==> src/ddclm_pkg.sv <==
// Purpose: Constants shared by the decimation and link mode register bank.
// Assumes: 24-bit serial frame, register data 8 bits wide.
// Notes: Page codes of the two link pages are free parameters of the map.
package ddclm_pkg;

  // ------------------------------------------------------------------
  // Serial frame layout
  // ------------------------------------------------------------------
  localparam logic [4:0] LAST_CMD_BIT = 5'h0F;
  localparam logic [4:0] LAST_FRAME_BIT = 5'h17;
  localparam logic [4:0] CNT_STEP = 5'h01;
  localparam int RW_POS = 23;
  localparam int BANK_POS = 22;
  localparam int ADDR_HI = 19;
  localparam int ADDR_LO = 8;

  typedef enum logic [1:0] {
    PH_IDLE = 2'b00,
    PH_CMD = 2'b01,
    PH_DATA = 2'b10
  } ddclm_phase_t;

  // ------------------------------------------------------------------
  // General registers and page codes
  // ------------------------------------------------------------------
  localparam logic [11:0] GEN_RESET = 12'h000;
  localparam logic [11:0] GEN_DPAGE_LO = 12'h003;
  localparam logic [11:0] GEN_DPAGE_HI = 12'h004;
  localparam logic [11:0] GEN_APAGE = 12'h011;
  localparam logic [11:0] GEN_LIMIT = 12'h020;
  localparam int SOFT_RST_BIT = 0;
  localparam logic [15:0] PAGE_MAIN_DIG = 16'h6800;
  localparam logic [15:0] PAGE_LINK_DIG = 16'h6900;
  localparam logic [15:0] PAGE_LINK_ANA = 16'h6A00;
  localparam logic [7:0] APAGE_MASTER = 8'h80;
  localparam logic [7:0] APAGE_CONV = 8'h0F;

  // ------------------------------------------------------------------
  // Configuration registers: offset, index, writable bits, reset value
  // ------------------------------------------------------------------
  localparam logic [11:0] OFS_FORMAT = 12'h001;
  localparam logic [11:0] OFS_SHARE = 12'h016;
  localparam logic [11:0] OFS_CMUL = 12'h016;
  localparam logic [11:0] OFS_ORDER_A = 12'h031;
  localparam logic [11:0] OFS_ORDER_B = 12'h032;
  localparam logic [11:0] OFS_FMODE = 12'h041;
  localparam logic [11:0] OFS_DPATH = 12'h04D;
  localparam logic [11:0] OFS_REN1 = 12'h052;
  localparam logic [11:0] OFS_REN2 = 12'h072;
  localparam int NUM_REGS = 9;
  localparam logic [3:0] IDX_FORMAT = 4'h0;
  localparam logic [3:0] IDX_SHARE = 4'h1;
  localparam logic [3:0] IDX_CMUL = 4'h2;
  localparam logic [3:0] IDX_ORDER_A = 4'h3;
  localparam logic [3:0] IDX_ORDER_B = 4'h4;
  localparam logic [3:0] IDX_FMODE = 4'h5;
  localparam logic [3:0] IDX_DPATH = 4'h6;
  localparam logic [3:0] IDX_REN1 = 4'h7;
  localparam logic [3:0] IDX_REN2 = 4'h8;
  localparam logic [3:0] IDX_NONE = 4'hF;
  // Index 8 first, index 0 last
  localparam logic [8:0][7:0] REG_MASK = {8'h08, 8'h80, 8'h08, 8'h37,
    8'hFF, 8'hFF, 8'h03, 8'h10, 8'h3F};
  localparam logic [8:0][7:0] REG_RESET = {8'h00, 8'h00, 8'h00, 8'h00,
    8'h00, 8'h00, 8'h00, 8'h00, 8'h01};

  // ------------------------------------------------------------------
  // Field positions and codes
  // ------------------------------------------------------------------
  localparam int DPATH_BIT = 3;
  localparam int FEN_BIT = 4;
  localparam int FM_HI_BIT = 5;
  localparam int SHARE_BIT = 4;
  localparam int REN1_BIT = 7;
  localparam int REN2_BIT = 3;
  localparam logic [2:0] LF_NONE = 3'b000;
  localparam logic [2:0] LF_2X = 3'b110;
  localparam logic [2:0] LF_R4X = 3'b100;
  localparam logic [2:0] LF_C4X = 3'b111;
  localparam logic [2:0] FMT_1OCT = 3'b100;
  localparam logic [2:0] FMT_4OCT = 3'b010;
  localparam logic [2:0] FMT_2OCT = 3'b001;
  localparam logic [1:0] CMUL_HI = 2'b10;
  localparam logic [1:0] CMUL_LO = 2'b00;
  localparam logic [3:0] FM_C4X = 4'b0011;
  localparam logic [3:0] FM_LPF = 4'b0010;
  localparam logic [3:0] FM_HPF = 4'b0110;
  localparam logic [1:0] FM_BPF_LOW = 2'b00;
  localparam logic [7:0] ORDER_DEC = 8'h0A;
  localparam logic [7:0] ORDER_OFF = 8'h00;

endpackage : ddclm_pkg

==> src/ddclm_regbank.sv <==
// Purpose: Serial-port register bank for decimation and link lane setup.
// Assumes: Serial pins are synchronous to core_clk_i and slower than it.
// Notes: Frame is read flag, bank flag, two spare bits, address, data.
`timescale 1ns/1ps
`default_nettype none

// Notes on behaviour
// Path and filter enables clear when undecimated, set when decimating.
// Filter mode: 0011 complex 4X, 0010/0110 for 2X, xx00 real 4X.
// Link filter: 000 none, 110 2X, 100 real 4X, 111 complex 4X.
// Link mode: 100 four-lane one-octet, 010 four-octet, 001 two-octet.
// Clock multiplier mode: 10 for one- and four-octet, 00 for two-octet.
// Lane merge bit set only in single-lane real 4X mode.
// Channel A order byte 0Ah when decimating, 00h otherwise.
// Channel B order byte 0Ah when decimating, 00h otherwise.
// First order enable set when decimating, clear otherwise.
// Second order enable set when decimating, clear otherwise.
// Two banks: analog for converter blocks, digital for engine and link.
// Analog bank has two pages, digital bank three, page chosen first.
// Host writes one whole consistent configuration, never a mixture.
module ddclm_regbank
  import ddclm_pkg::*;
(
  input wire logic core_clk_i,
  input wire logic rst_n_i,
  input wire logic spi_sclk_i,
  input wire logic spi_sen_n_i,
  input wire logic spi_sdin_i,
  output logic spi_sdout_o,
  output logic decimation_path_enable_o,
  output logic filter_enable_o,
  output logic [3:0] filter_mode_select_o,
  output logic [2:0] link_filter_select_o,
  output logic [2:0] link_format_mode_o,
  output logic [1:0] link_clock_mult_mode_o,
  output logic single_lane_merge_o,
  output logic [7:0] chan_a_order_code_o,
  output logic [7:0] chan_b_order_code_o,
  output logic order_enable_first_o,
  output logic order_enable_second_o,
  output logic config_valid_o
);

  // ------------------------------------------------------------------
  // Address decode
  // ------------------------------------------------------------------
  function automatic logic [3:0] ddclm_decode(input logic dig,
      input logic [15:0] dpage, input logic [11:0] addr);
    logic [3:0] idx;
    idx = IDX_NONE;
    if (dig && dpage == PAGE_MAIN_DIG) begin
      case (addr)
        OFS_FMODE: idx = IDX_FMODE;
        OFS_DPATH: idx = IDX_DPATH;
        OFS_REN1: idx = IDX_REN1;
        OFS_REN2: idx = IDX_REN2;
        default: idx = IDX_NONE;
      endcase
    end else if (dig && dpage == PAGE_LINK_DIG) begin
      case (addr)
        OFS_FORMAT: idx = IDX_FORMAT;
        OFS_SHARE: idx = IDX_SHARE;
        OFS_ORDER_A: idx = IDX_ORDER_A;
        OFS_ORDER_B: idx = IDX_ORDER_B;
        default: idx = IDX_NONE;
      endcase
    end else if (dig && dpage == PAGE_LINK_ANA && addr == OFS_CMUL) begin
      idx = IDX_CMUL;
    end
    return idx;
  endfunction : ddclm_decode

  // ------------------------------------------------------------------
  // Serial port
  // ------------------------------------------------------------------
  ddclm_phase_t phase_q, phase_d;
  logic sclk_prev_q;
  logic [4:0] bit_cnt_q, bit_cnt_d;
  logic [23:0] shift_q, shift_d;
  logic [7:0] rd_shift_q, rd_shift_d;
  logic sdout_q, sdout_d;
  logic [15:0] dpage_q, dpage_d;
  logic [7:0] apage_q, apage_d;
  logic [7:0] regs_q [NUM_REGS];
  logic cfg_ok_q;

  wire sclk_rise = spi_sclk_i && !sclk_prev_q && !spi_sen_n_i;
  wire sclk_fall = !spi_sclk_i && sclk_prev_q && !spi_sen_n_i;
  wire [23:0] frame = {shift_q[22:0], spi_sdin_i};
  wire cmd_done = sclk_rise && bit_cnt_q == LAST_CMD_BIT;
  wire frame_done = sclk_rise && bit_cnt_q == LAST_FRAME_BIT;
  wire is_read = frame[RW_POS - 8];
  wire wr_commit = frame_done && !frame[RW_POS];
  wire dig_bank = frame[BANK_POS];
  wire [11:0] cmd_addr = frame[ADDR_HI - 8:ADDR_LO - 8];
  wire [11:0] wr_addr = frame[ADDR_HI:ADDR_LO];
  wire [7:0] wr_data = frame[7:0];
  wire wr_dig = frame[BANK_POS];
  wire rd_dig = frame[BANK_POS - 8];

  // General registers answer only with the bank flag clear, below GEN_LIMIT
  wire rd_gen = !rd_dig && cmd_addr < GEN_LIMIT;
  wire wr_gen = !wr_dig && wr_addr < GEN_LIMIT;
  // Analog pages hold no register of this bank; they read as zero
  wire [3:0] rd_idx = ddclm_decode(rd_dig, dpage_q, cmd_addr);
  wire [3:0] wr_idx = ddclm_decode(wr_dig, dpage_q, wr_addr);
  wire soft_rst = wr_commit && wr_gen && wr_addr == GEN_RESET &&
    wr_data[SOFT_RST_BIT];

  logic [7:0] gen_rdata;
  always_comb begin
    case (cmd_addr)
      GEN_DPAGE_LO: gen_rdata = dpage_q[7:0];
      GEN_DPAGE_HI: gen_rdata = dpage_q[15:8];
      GEN_APAGE: gen_rdata = apage_q;
      default: gen_rdata = 8'h00;
    endcase
  end

  wire [7:0] reg_rdata = (rd_idx == IDX_NONE) ? 8'h00 : regs_q[rd_idx];
  wire [7:0] rd_data = rd_gen ? gen_rdata : reg_rdata;

  always_comb begin
    phase_d = phase_q;
    bit_cnt_d = bit_cnt_q;
    shift_d = shift_q;
    rd_shift_d = rd_shift_q;
    sdout_d = sdout_q;
    case (phase_q)
      PH_IDLE: begin
        bit_cnt_d = 5'h00;
        if (!spi_sen_n_i) begin
          phase_d = PH_CMD;
        end
      end
      PH_CMD: begin
        if (sclk_rise) begin
          shift_d = frame;
          bit_cnt_d = bit_cnt_q + CNT_STEP;
        end
        if (cmd_done) begin
          phase_d = PH_DATA;
          rd_shift_d = is_read ? rd_data : 8'h00;
        end
      end
      PH_DATA: begin
        if (sclk_rise) begin
          shift_d = frame;
          bit_cnt_d = bit_cnt_q + CNT_STEP;
        end
        // Read data leaves on falling edges so the host samples on rising
        if (sclk_fall) begin
          sdout_d = rd_shift_q[7];
          rd_shift_d = {rd_shift_q[6:0], 1'b0};
        end
        if (frame_done) begin
          phase_d = PH_IDLE;
        end
      end
      default: phase_d = PH_IDLE;
    endcase
    // Deselect aborts a partial frame without any register effect
    if (spi_sen_n_i) begin
      phase_d = PH_IDLE;
      sdout_d = 1'b0;
    end
  end

  always_ff @(posedge core_clk_i) begin
    if (!rst_n_i) begin
      phase_q <= PH_IDLE;
      sclk_prev_q <= 1'b0;
      bit_cnt_q <= 5'h00;
      shift_q <= 24'h000000;
      rd_shift_q <= 8'h00;
      sdout_q <= 1'b0;
    end else begin
      phase_q <= phase_d;
      sclk_prev_q <= spi_sclk_i;
      bit_cnt_q <= bit_cnt_d;
      shift_q <= shift_d;
      rd_shift_q <= rd_shift_d;
      sdout_q <= sdout_d;
    end
  end

  // ------------------------------------------------------------------
  // Page selects and configuration storage
  // ------------------------------------------------------------------
  always_comb begin
    dpage_d = dpage_q;
    apage_d = apage_q;
    if (wr_commit && wr_gen) begin
      if (wr_addr == GEN_DPAGE_LO) dpage_d[7:0] = wr_data;
      if (wr_addr == GEN_DPAGE_HI) dpage_d[15:8] = wr_data;
      if (wr_addr == GEN_APAGE) apage_d = wr_data;
    end
  end

  always_ff @(posedge core_clk_i) begin
    if (!rst_n_i) begin
      dpage_q <= 16'h0000;
      apage_q <= 8'h00;
    end else begin
      dpage_q <= dpage_d;
      apage_q <= apage_d;
    end
  end

  // Masking keeps reserved bits at zero on read-back
  for (genvar g = 0; g < NUM_REGS; g++) begin : g_reg
    always_ff @(posedge core_clk_i) begin
      if (!rst_n_i || soft_rst) begin
        regs_q[g] <= REG_RESET[g];
      end else if (wr_commit && wr_idx == 4'(g)) begin
        regs_q[g] <= wr_data & REG_MASK[g];
      end
    end
  end

  // ------------------------------------------------------------------
  // Field outputs
  // ------------------------------------------------------------------
  assign spi_sdout_o = sdout_q;
  assign decimation_path_enable_o = regs_q[IDX_DPATH][DPATH_BIT];
  assign filter_enable_o = regs_q[IDX_FMODE][FEN_BIT];
  assign filter_mode_select_o = {regs_q[IDX_FMODE][FM_HI_BIT],
    regs_q[IDX_FMODE][2:0]};
  assign link_filter_select_o = regs_q[IDX_FORMAT][5:3];
  assign link_format_mode_o = regs_q[IDX_FORMAT][2:0];
  assign link_clock_mult_mode_o = regs_q[IDX_CMUL][1:0];
  assign single_lane_merge_o = regs_q[IDX_SHARE][SHARE_BIT];
  assign chan_a_order_code_o = regs_q[IDX_ORDER_A];
  assign chan_b_order_code_o = regs_q[IDX_ORDER_B];
  assign order_enable_first_o = regs_q[IDX_REN1][REN1_BIT];
  assign order_enable_second_o = regs_q[IDX_REN2][REN2_BIT];

  // ------------------------------------------------------------------
  // Consistency of the whole configuration
  // ------------------------------------------------------------------
  // Flags a mixture; the bank still applies it, so firmware must not
  // rely on this to block a half-written setup.
  wire dec_on = decimation_path_enable_o && filter_enable_o;
  wire dec_off = !decimation_path_enable_o && !filter_enable_o;
  wire fmt_2oct = link_format_mode_o == FMT_2OCT &&
    link_clock_mult_mode_o == CMUL_LO;
  wire fmt_4oct = link_format_mode_o == FMT_4OCT &&
    link_clock_mult_mode_o == CMUL_HI;
  wire fmt_1oct = link_format_mode_o == FMT_1OCT &&
    link_clock_mult_mode_o == CMUL_HI;
  wire order_dec = chan_a_order_code_o == ORDER_DEC &&
    chan_b_order_code_o == ORDER_DEC && order_enable_first_o &&
    order_enable_second_o;
  wire order_off = chan_a_order_code_o == ORDER_OFF &&
    chan_b_order_code_o == ORDER_OFF && !order_enable_first_o &&
    !order_enable_second_o;
  wire mode_c4x = filter_mode_select_o == FM_C4X &&
    link_filter_select_o == LF_C4X;
  wire mode_2x = (filter_mode_select_o == FM_LPF ||
    filter_mode_select_o == FM_HPF) && link_filter_select_o == LF_2X;
  wire mode_r4x = filter_mode_select_o[1:0] == FM_BPF_LOW &&
    link_filter_select_o == LF_R4X;
  wire share_ok = !single_lane_merge_o || (mode_r4x && fmt_4oct);
  wire cfg_nodec = dec_off && order_off && link_filter_select_o == LF_NONE &&
    !single_lane_merge_o && (fmt_1oct || fmt_2oct || fmt_4oct);
  wire cfg_dec = dec_on && order_dec && share_ok &&
    (mode_c4x || mode_2x || mode_r4x) && (fmt_2oct || fmt_4oct);

  always_ff @(posedge core_clk_i) begin
    if (!rst_n_i) begin
      cfg_ok_q <= 1'b0;
    end else begin
      cfg_ok_q <= cfg_nodec || cfg_dec;
    end
  end
  assign config_valid_o = cfg_ok_q;

  // ------------------------------------------------------------------
  // Checks
  // ------------------------------------------------------------------
  property p_r1;
    @(posedge core_clk_i) disable iff (!rst_n_i)
    config_valid_o |-> $past(decimation_path_enable_o) ==
      $past(filter_enable_o);
  endproperty
  a_r1: assert property (p_r1) else $error("enables disagree");

  property p_r2;
    @(posedge core_clk_i) disable iff (!rst_n_i)
    (config_valid_o && $past(link_filter_select_o) == LF_C4X) |->
      $past(filter_mode_select_o) == FM_C4X;
  endproperty
  a_r2: assert property (p_r2) else $error("complex mode code");

  property p_r3;
    @(posedge core_clk_i) disable iff (!rst_n_i)
    (config_valid_o && !$past(decimation_path_enable_o)) |->
      $past(link_filter_select_o) == LF_NONE;
  endproperty
  a_r3: assert property (p_r3) else $error("link filter set");

  property p_r4;
    @(posedge core_clk_i) disable iff (!rst_n_i)
    (config_valid_o && $past(link_format_mode_o) == FMT_1OCT) |->
      !$past(decimation_path_enable_o);
  endproperty
  a_r4: assert property (p_r4) else $error("one-octet decimating");

  property p_r5;
    @(posedge core_clk_i) disable iff (!rst_n_i)
    (config_valid_o && $past(link_format_mode_o) == FMT_2OCT) |->
      $past(link_clock_mult_mode_o) == CMUL_LO;
  endproperty
  a_r5: assert property (p_r5) else $error("clock mode mismatch");

  property p_r6;
    @(posedge core_clk_i) disable iff (!rst_n_i)
    (config_valid_o && $past(single_lane_merge_o)) |->
      $past(link_filter_select_o) == LF_R4X;
  endproperty
  a_r6: assert property (p_r6) else $error("merge outside real 4X");

  property p_r7;
    @(posedge core_clk_i) disable iff (!rst_n_i)
    (config_valid_o && $past(decimation_path_enable_o)) |->
      $past(chan_a_order_code_o) == ORDER_DEC;
  endproperty
  a_r7: assert property (p_r7) else $error("order A wrong");

  property p_r8;
    @(posedge core_clk_i) disable iff (!rst_n_i)
    (config_valid_o && !$past(decimation_path_enable_o)) |->
      $past(chan_b_order_code_o) == ORDER_OFF;
  endproperty
  a_r8: assert property (p_r8) else $error("order B wrong");

  property p_r9;
    @(posedge core_clk_i) disable iff (!rst_n_i)
    config_valid_o |-> $past(order_enable_first_o) ==
      $past(decimation_path_enable_o);
  endproperty
  a_r9: assert property (p_r9) else $error("first enable wrong");

  property p_r10;
    @(posedge core_clk_i) disable iff (!rst_n_i)
    (wr_commit && wr_idx == IDX_REN2 && !soft_rst) |=>
      order_enable_second_o == $past(wr_data[REN2_BIT]);
  endproperty
  a_r10: assert property (p_r10) else $error("second enable lost");

  property p_r12;
    @(posedge core_clk_i) disable iff (!rst_n_i)
    (wr_commit && wr_dig && dpage_q != PAGE_LINK_DIG &&
      dpage_q != PAGE_MAIN_DIG && dpage_q != PAGE_LINK_ANA) |=>
      $stable(link_format_mode_o) && $stable(filter_mode_select_o);
  endproperty
  a_r12: assert property (p_r12) else $error("write without page");

  property p_r11;
    @(posedge core_clk_i) disable iff (!rst_n_i)
    (wr_commit && !wr_dig && !soft_rst) |=> $stable(chan_a_order_code_o);
  endproperty
  a_r11: assert property (p_r11) else $error("analog bank hit link");

endmodule : ddclm_regbank

`default_nettype wire

==> config.mk <==
export PLATFORM = sky130hd
export DESIGN_NAME = ddclm_regbank
export DESIGN_NICKNAME = d
export VERILOG_FILES = /design/src/ddclm_pkg.sv /design/src/ddclm_regbank.sv
export SDC_FILE = /design/constraint.sdc
export NUM_CORES = 1
export LEC_CHECK = 0
export ABC_AREA = 1
export BUFFER_PORTS_ARGS = -buffer_cell sky130_fd_sc_hd__buf_2
export CAP_MARGIN = 20
export CORE_MARGIN = 5
export CORE_UTILIZATION = 35
export CTS_CLUSTER_SIZE = 30
export DETAILED_ROUTE_END_ITERATION = 12
export SETUP_SLACK_MARGIN = 0.02
export SYNTH_ARGS = -nofsm -noshare
export SYNTH_HDL_FRONTEND = slang
export SYNTH_SLANG_ARGS = --single-unit
==> constraint.sdc <==
create_clock -name core_clk_i -period 5 [get_ports core_clk_i]
set_clock_uncertainty 0.2 [all_clocks]
set_input_delay 1.25 -clock core_clk_i [delete_from_list [all_inputs] [get_ports core_clk_i]]
set_output_delay 1.25 -clock core_clk_i [all_outputs]
set_load 0.02 [all_outputs]
==> metrics.cfg <==
[grt]
grt_usage_pct=16.7
use_met1_pct=24.0
gr-usage-met2_pct=25.0
grt_max_degree=28
use_met3_pct=3.02
grt_pass1_wl_um=24000
grt_pass1_vias=4530
overflow=0
grt-busiest-layer=met2
antenna_found_initial=0

[power]
finalPower_mw=1.84
vdd_ir_drop_max_mv=0.201
power.density_nw_per_um2=299
leakage_nw=2.39

[outcome]
outcome=finished clean

[synthesis]
ys_warn_count=0
ys_seq_area_share_pct=42.0
syn_area_sq_um=5460
async_flop_share_pct=0
ys.flop_type=dfxtp_1
syn_inst=756
synth.net_count=767
synthTopCellsByArea=dfxtp_1 (24%), edfxtp_1 (18%), nand2_1 (10%)
synth.largest_area_cell=dfxtp_1
synth_cell_types=45
synth-edff-count=33
synth_top_cell_area_share_pct=23.8
synth_seq_cells=98
synth_area_per_cell_sq_um=7.22

[final_layout]
fillers=1611
diodes=0
utilization_pct=40.3
drive_gt1_share_pct=11.8
multiInputGateArea_sq_um=2720
areaGrowthSynthToFinish_pct=12.6
nets=797
regArea_sq_um=2290

[flow_run]
drv_cap=0

[detailed_routing]
routed_wl_um=15500
num_vias=5207
postRouteAntennaNets=0
routed_via_density=5.20
drt_iter0_drc=421
drc_errors=0
firstDrtPassIters=6
wl_per_cell_um=15.5

[clock_network]
clock-sinks=98
clockBufferDepth=2
cts_root_buf=clkbuf_16
post_cts_buffers=0
cts_tree=built
cts_buffers=9
cts_resized=0
clkLatencyLatePin_ns=0.35
htreeDepth=3
cts_hold_buf=0
clk_pin_slew_ns=0.07

[sta]
relSlewSlack_pct=36.4
rsz0062_at_grt=false
clock.fmax_mhz=279
setup_slack_ns=1.41
finalMaxSlewViolations=0
final_hold_viol_count=0
setup_tns_ns=0
setup_viol=0
period_minus_slack_ns=3.59
min_period_over_period_pct=71.7
tightest_slew_ns=0.951
finalHoldWorstSlack_ns=0.276

[critical_path]
critPathTopFamily=simple AND/OR/NAND/NOR gates
slowest_delay_ns=0.46
cp-start-kind=input pin
crit_buf_inv=5
cp_cell_sequence=buf_2, nor3_1, inv_1, nor4_1, inv_1, nor2_2, nand3_1, inv_1, nand2_1, nand2_1, clkinv_1, nand2_1
critPathMaxFanout=18
crit_arrival_ns=3.39
crit_slowest_cell=nand2_1
path_class=in2reg
endpoint_kind=flip-flop
required_ns=4.81

[die]
die_y_um=135
pin_count=40
core-area_sq_um=15300
die_area_sq_um=18200
start_util_pct=35.8
chipWidth_um=135
core.rowCount=45

[min_path]
hold_class=reg2reg

[placement]
post-dp-hpwl_um=11700
routabilityCongestion=0.919
dpl_worst_slack_ns=1.03
io_buffers=39

-- synthesized netlist by cell type, types with 4 or more instances --
master and n:
nand2_1 148, nor2_1 111, inv_1 78, dfxtp_1 65, a21oi_1 62, o21ai_0 60
nand3_1 52, edfxtp_1 33, nand4_1 20, a211oi_1 14, nor4_1 13, clkbuf_1 12
nor3_1 11, inv_2 7, nor2_2 7, buf_2 6, ha_1 6, nand3b_1 4
-- stage by stage --
| stage | std cells | area [sq um] |
|---|---|---|
| 2_1_floorplan | 756 | 5460 |
| 3_3_place_gp | 986 | 5830 |
| 3_5_place_dp | 986 | 5830 |
| 4_1_cts | 1002 | 6150 |
| 5_1_grt | 1002 | 6150 |
| 6_report | 1002 | 6150 |
-- routing by layer --
| metal | up-vias | routed length [um] | share of wire (%) |
|---|---|---|---|
| li1 | 2624 | - | - |
| met1 | 2395 | 7480 | 48 |
| met2 | 166 | 6920 | 45 |
| met3 | 22 | 821 | 5.3 |
| met4 | 0 | 315 | 2.0 |
| met5 | - | 0 | 0 |
-- power breakdown --
| group | internal, mW | total, mW | leakage, nW | switching (mW) |
|---|---|---|---|---|
| clock | 0.435 | 0.744 | 0.155 | 0.309 |
| combinational | 0.0575 | 0.204 | 1.39 | 0.146 |
| sequential | 0.851 | 0.889 | 0.840 | 0.0373 |
-- flip-flops by register name (all words and copies together) (netlist names) --
| name | cells |
|---|---|
| bit_cnt_q | 5 |
| rd_shift_q | 8 |
| sclk_prev_q | 1 |
| apage_q | 8 |
| config_valid_o | 1 |
| spi_sdout_o | 1 |
| regs_q | 33 |
| shift_q | 23 |
| dpage_q | 16 |
| phase_q | 2 |
-- logic make-up (layout without fill, tap and decap cells) --
kind of cell | count (synthesis) | in the layout | share of synthesized area, %
flip-flops | 98 | 98 | 42.0
adder cells (fa/ha/maj) | 6 | 6 | 1.37
AND/OR/NAND/NOR | 390 | 390 | 33.1
AO/OA/AOI/OAI | 152 | 152 | 15.3
buffers and inverters | 110 | 145 | 8.25
-- cells in the final DEF, fill, tap and decap left out, types with 2 or more instances in the layout --
cell and n:
nand2_1 148, nor2_1 110, inv_1 78, dfxtp_1 65, a21oi_1 62, o21ai_0 60, nand3_1 52, buf_2 39
edfxtp_1 33, nand4_1 20, a211oi_1 14, nor4_1 13, nor3_1 11, clkbuf_16 10, nor2_2 8, inv_2 7
ha_1 6, nand3b_1 4, nor2_4 3, nand2_4 3, o21ai_1 3, a31oi_1 3, o221ai_1 3, or2_1 3
clkinv_4 2, a2111oi_0 2, nand2_2 2, nand3_2 2, nor3b_2 2, or2_2 2, nor3_2 2, buf_4 2
-- cell type report --
cell class / count / area share [%]
well taps: 211 / 4.29
flip-flops and latches: 98 / 37.3
repair buffers: 41 / 3.42
inverters: 88 / 5.49
clock buffers: 12 / 4.35
multi-input cells: 548 / 44.3
clock inverters: 4 / 0.895
-- final timing paths --
kind,slack [ns],start,cells after the start,endpoint
worst max-delay path,1.41,spi_sen_n_i,12,regs_q[3][3]$_SDFFCE_PN0P_
worst min-delay path,0.28,rd_shift_q[0]$_SDFFE_PN0P_,2,rd_shift_q[0]$_SDFFE_PN0P_
worst max register to register,1.96,dpage_q[15]$_SDFFE_PN0P_,12,regs_q[3][3]$_SDFFCE_PN0P_
worst min register to register,0.28,rd_shift_q[0]$_SDFFE_PN0P_,2,rd_shift_q[0]$_SDFFE_PN0P_
-- worst min-delay path: cells and delay by family (launching register included) --
kind	cells	cell delay, ns
AOI/OAI and AO/OA	1	0.05
DFF	1	0.32
and+or+nand+nor	1	0.06
No activity file was read; power rests on OpenSTA's default activity.
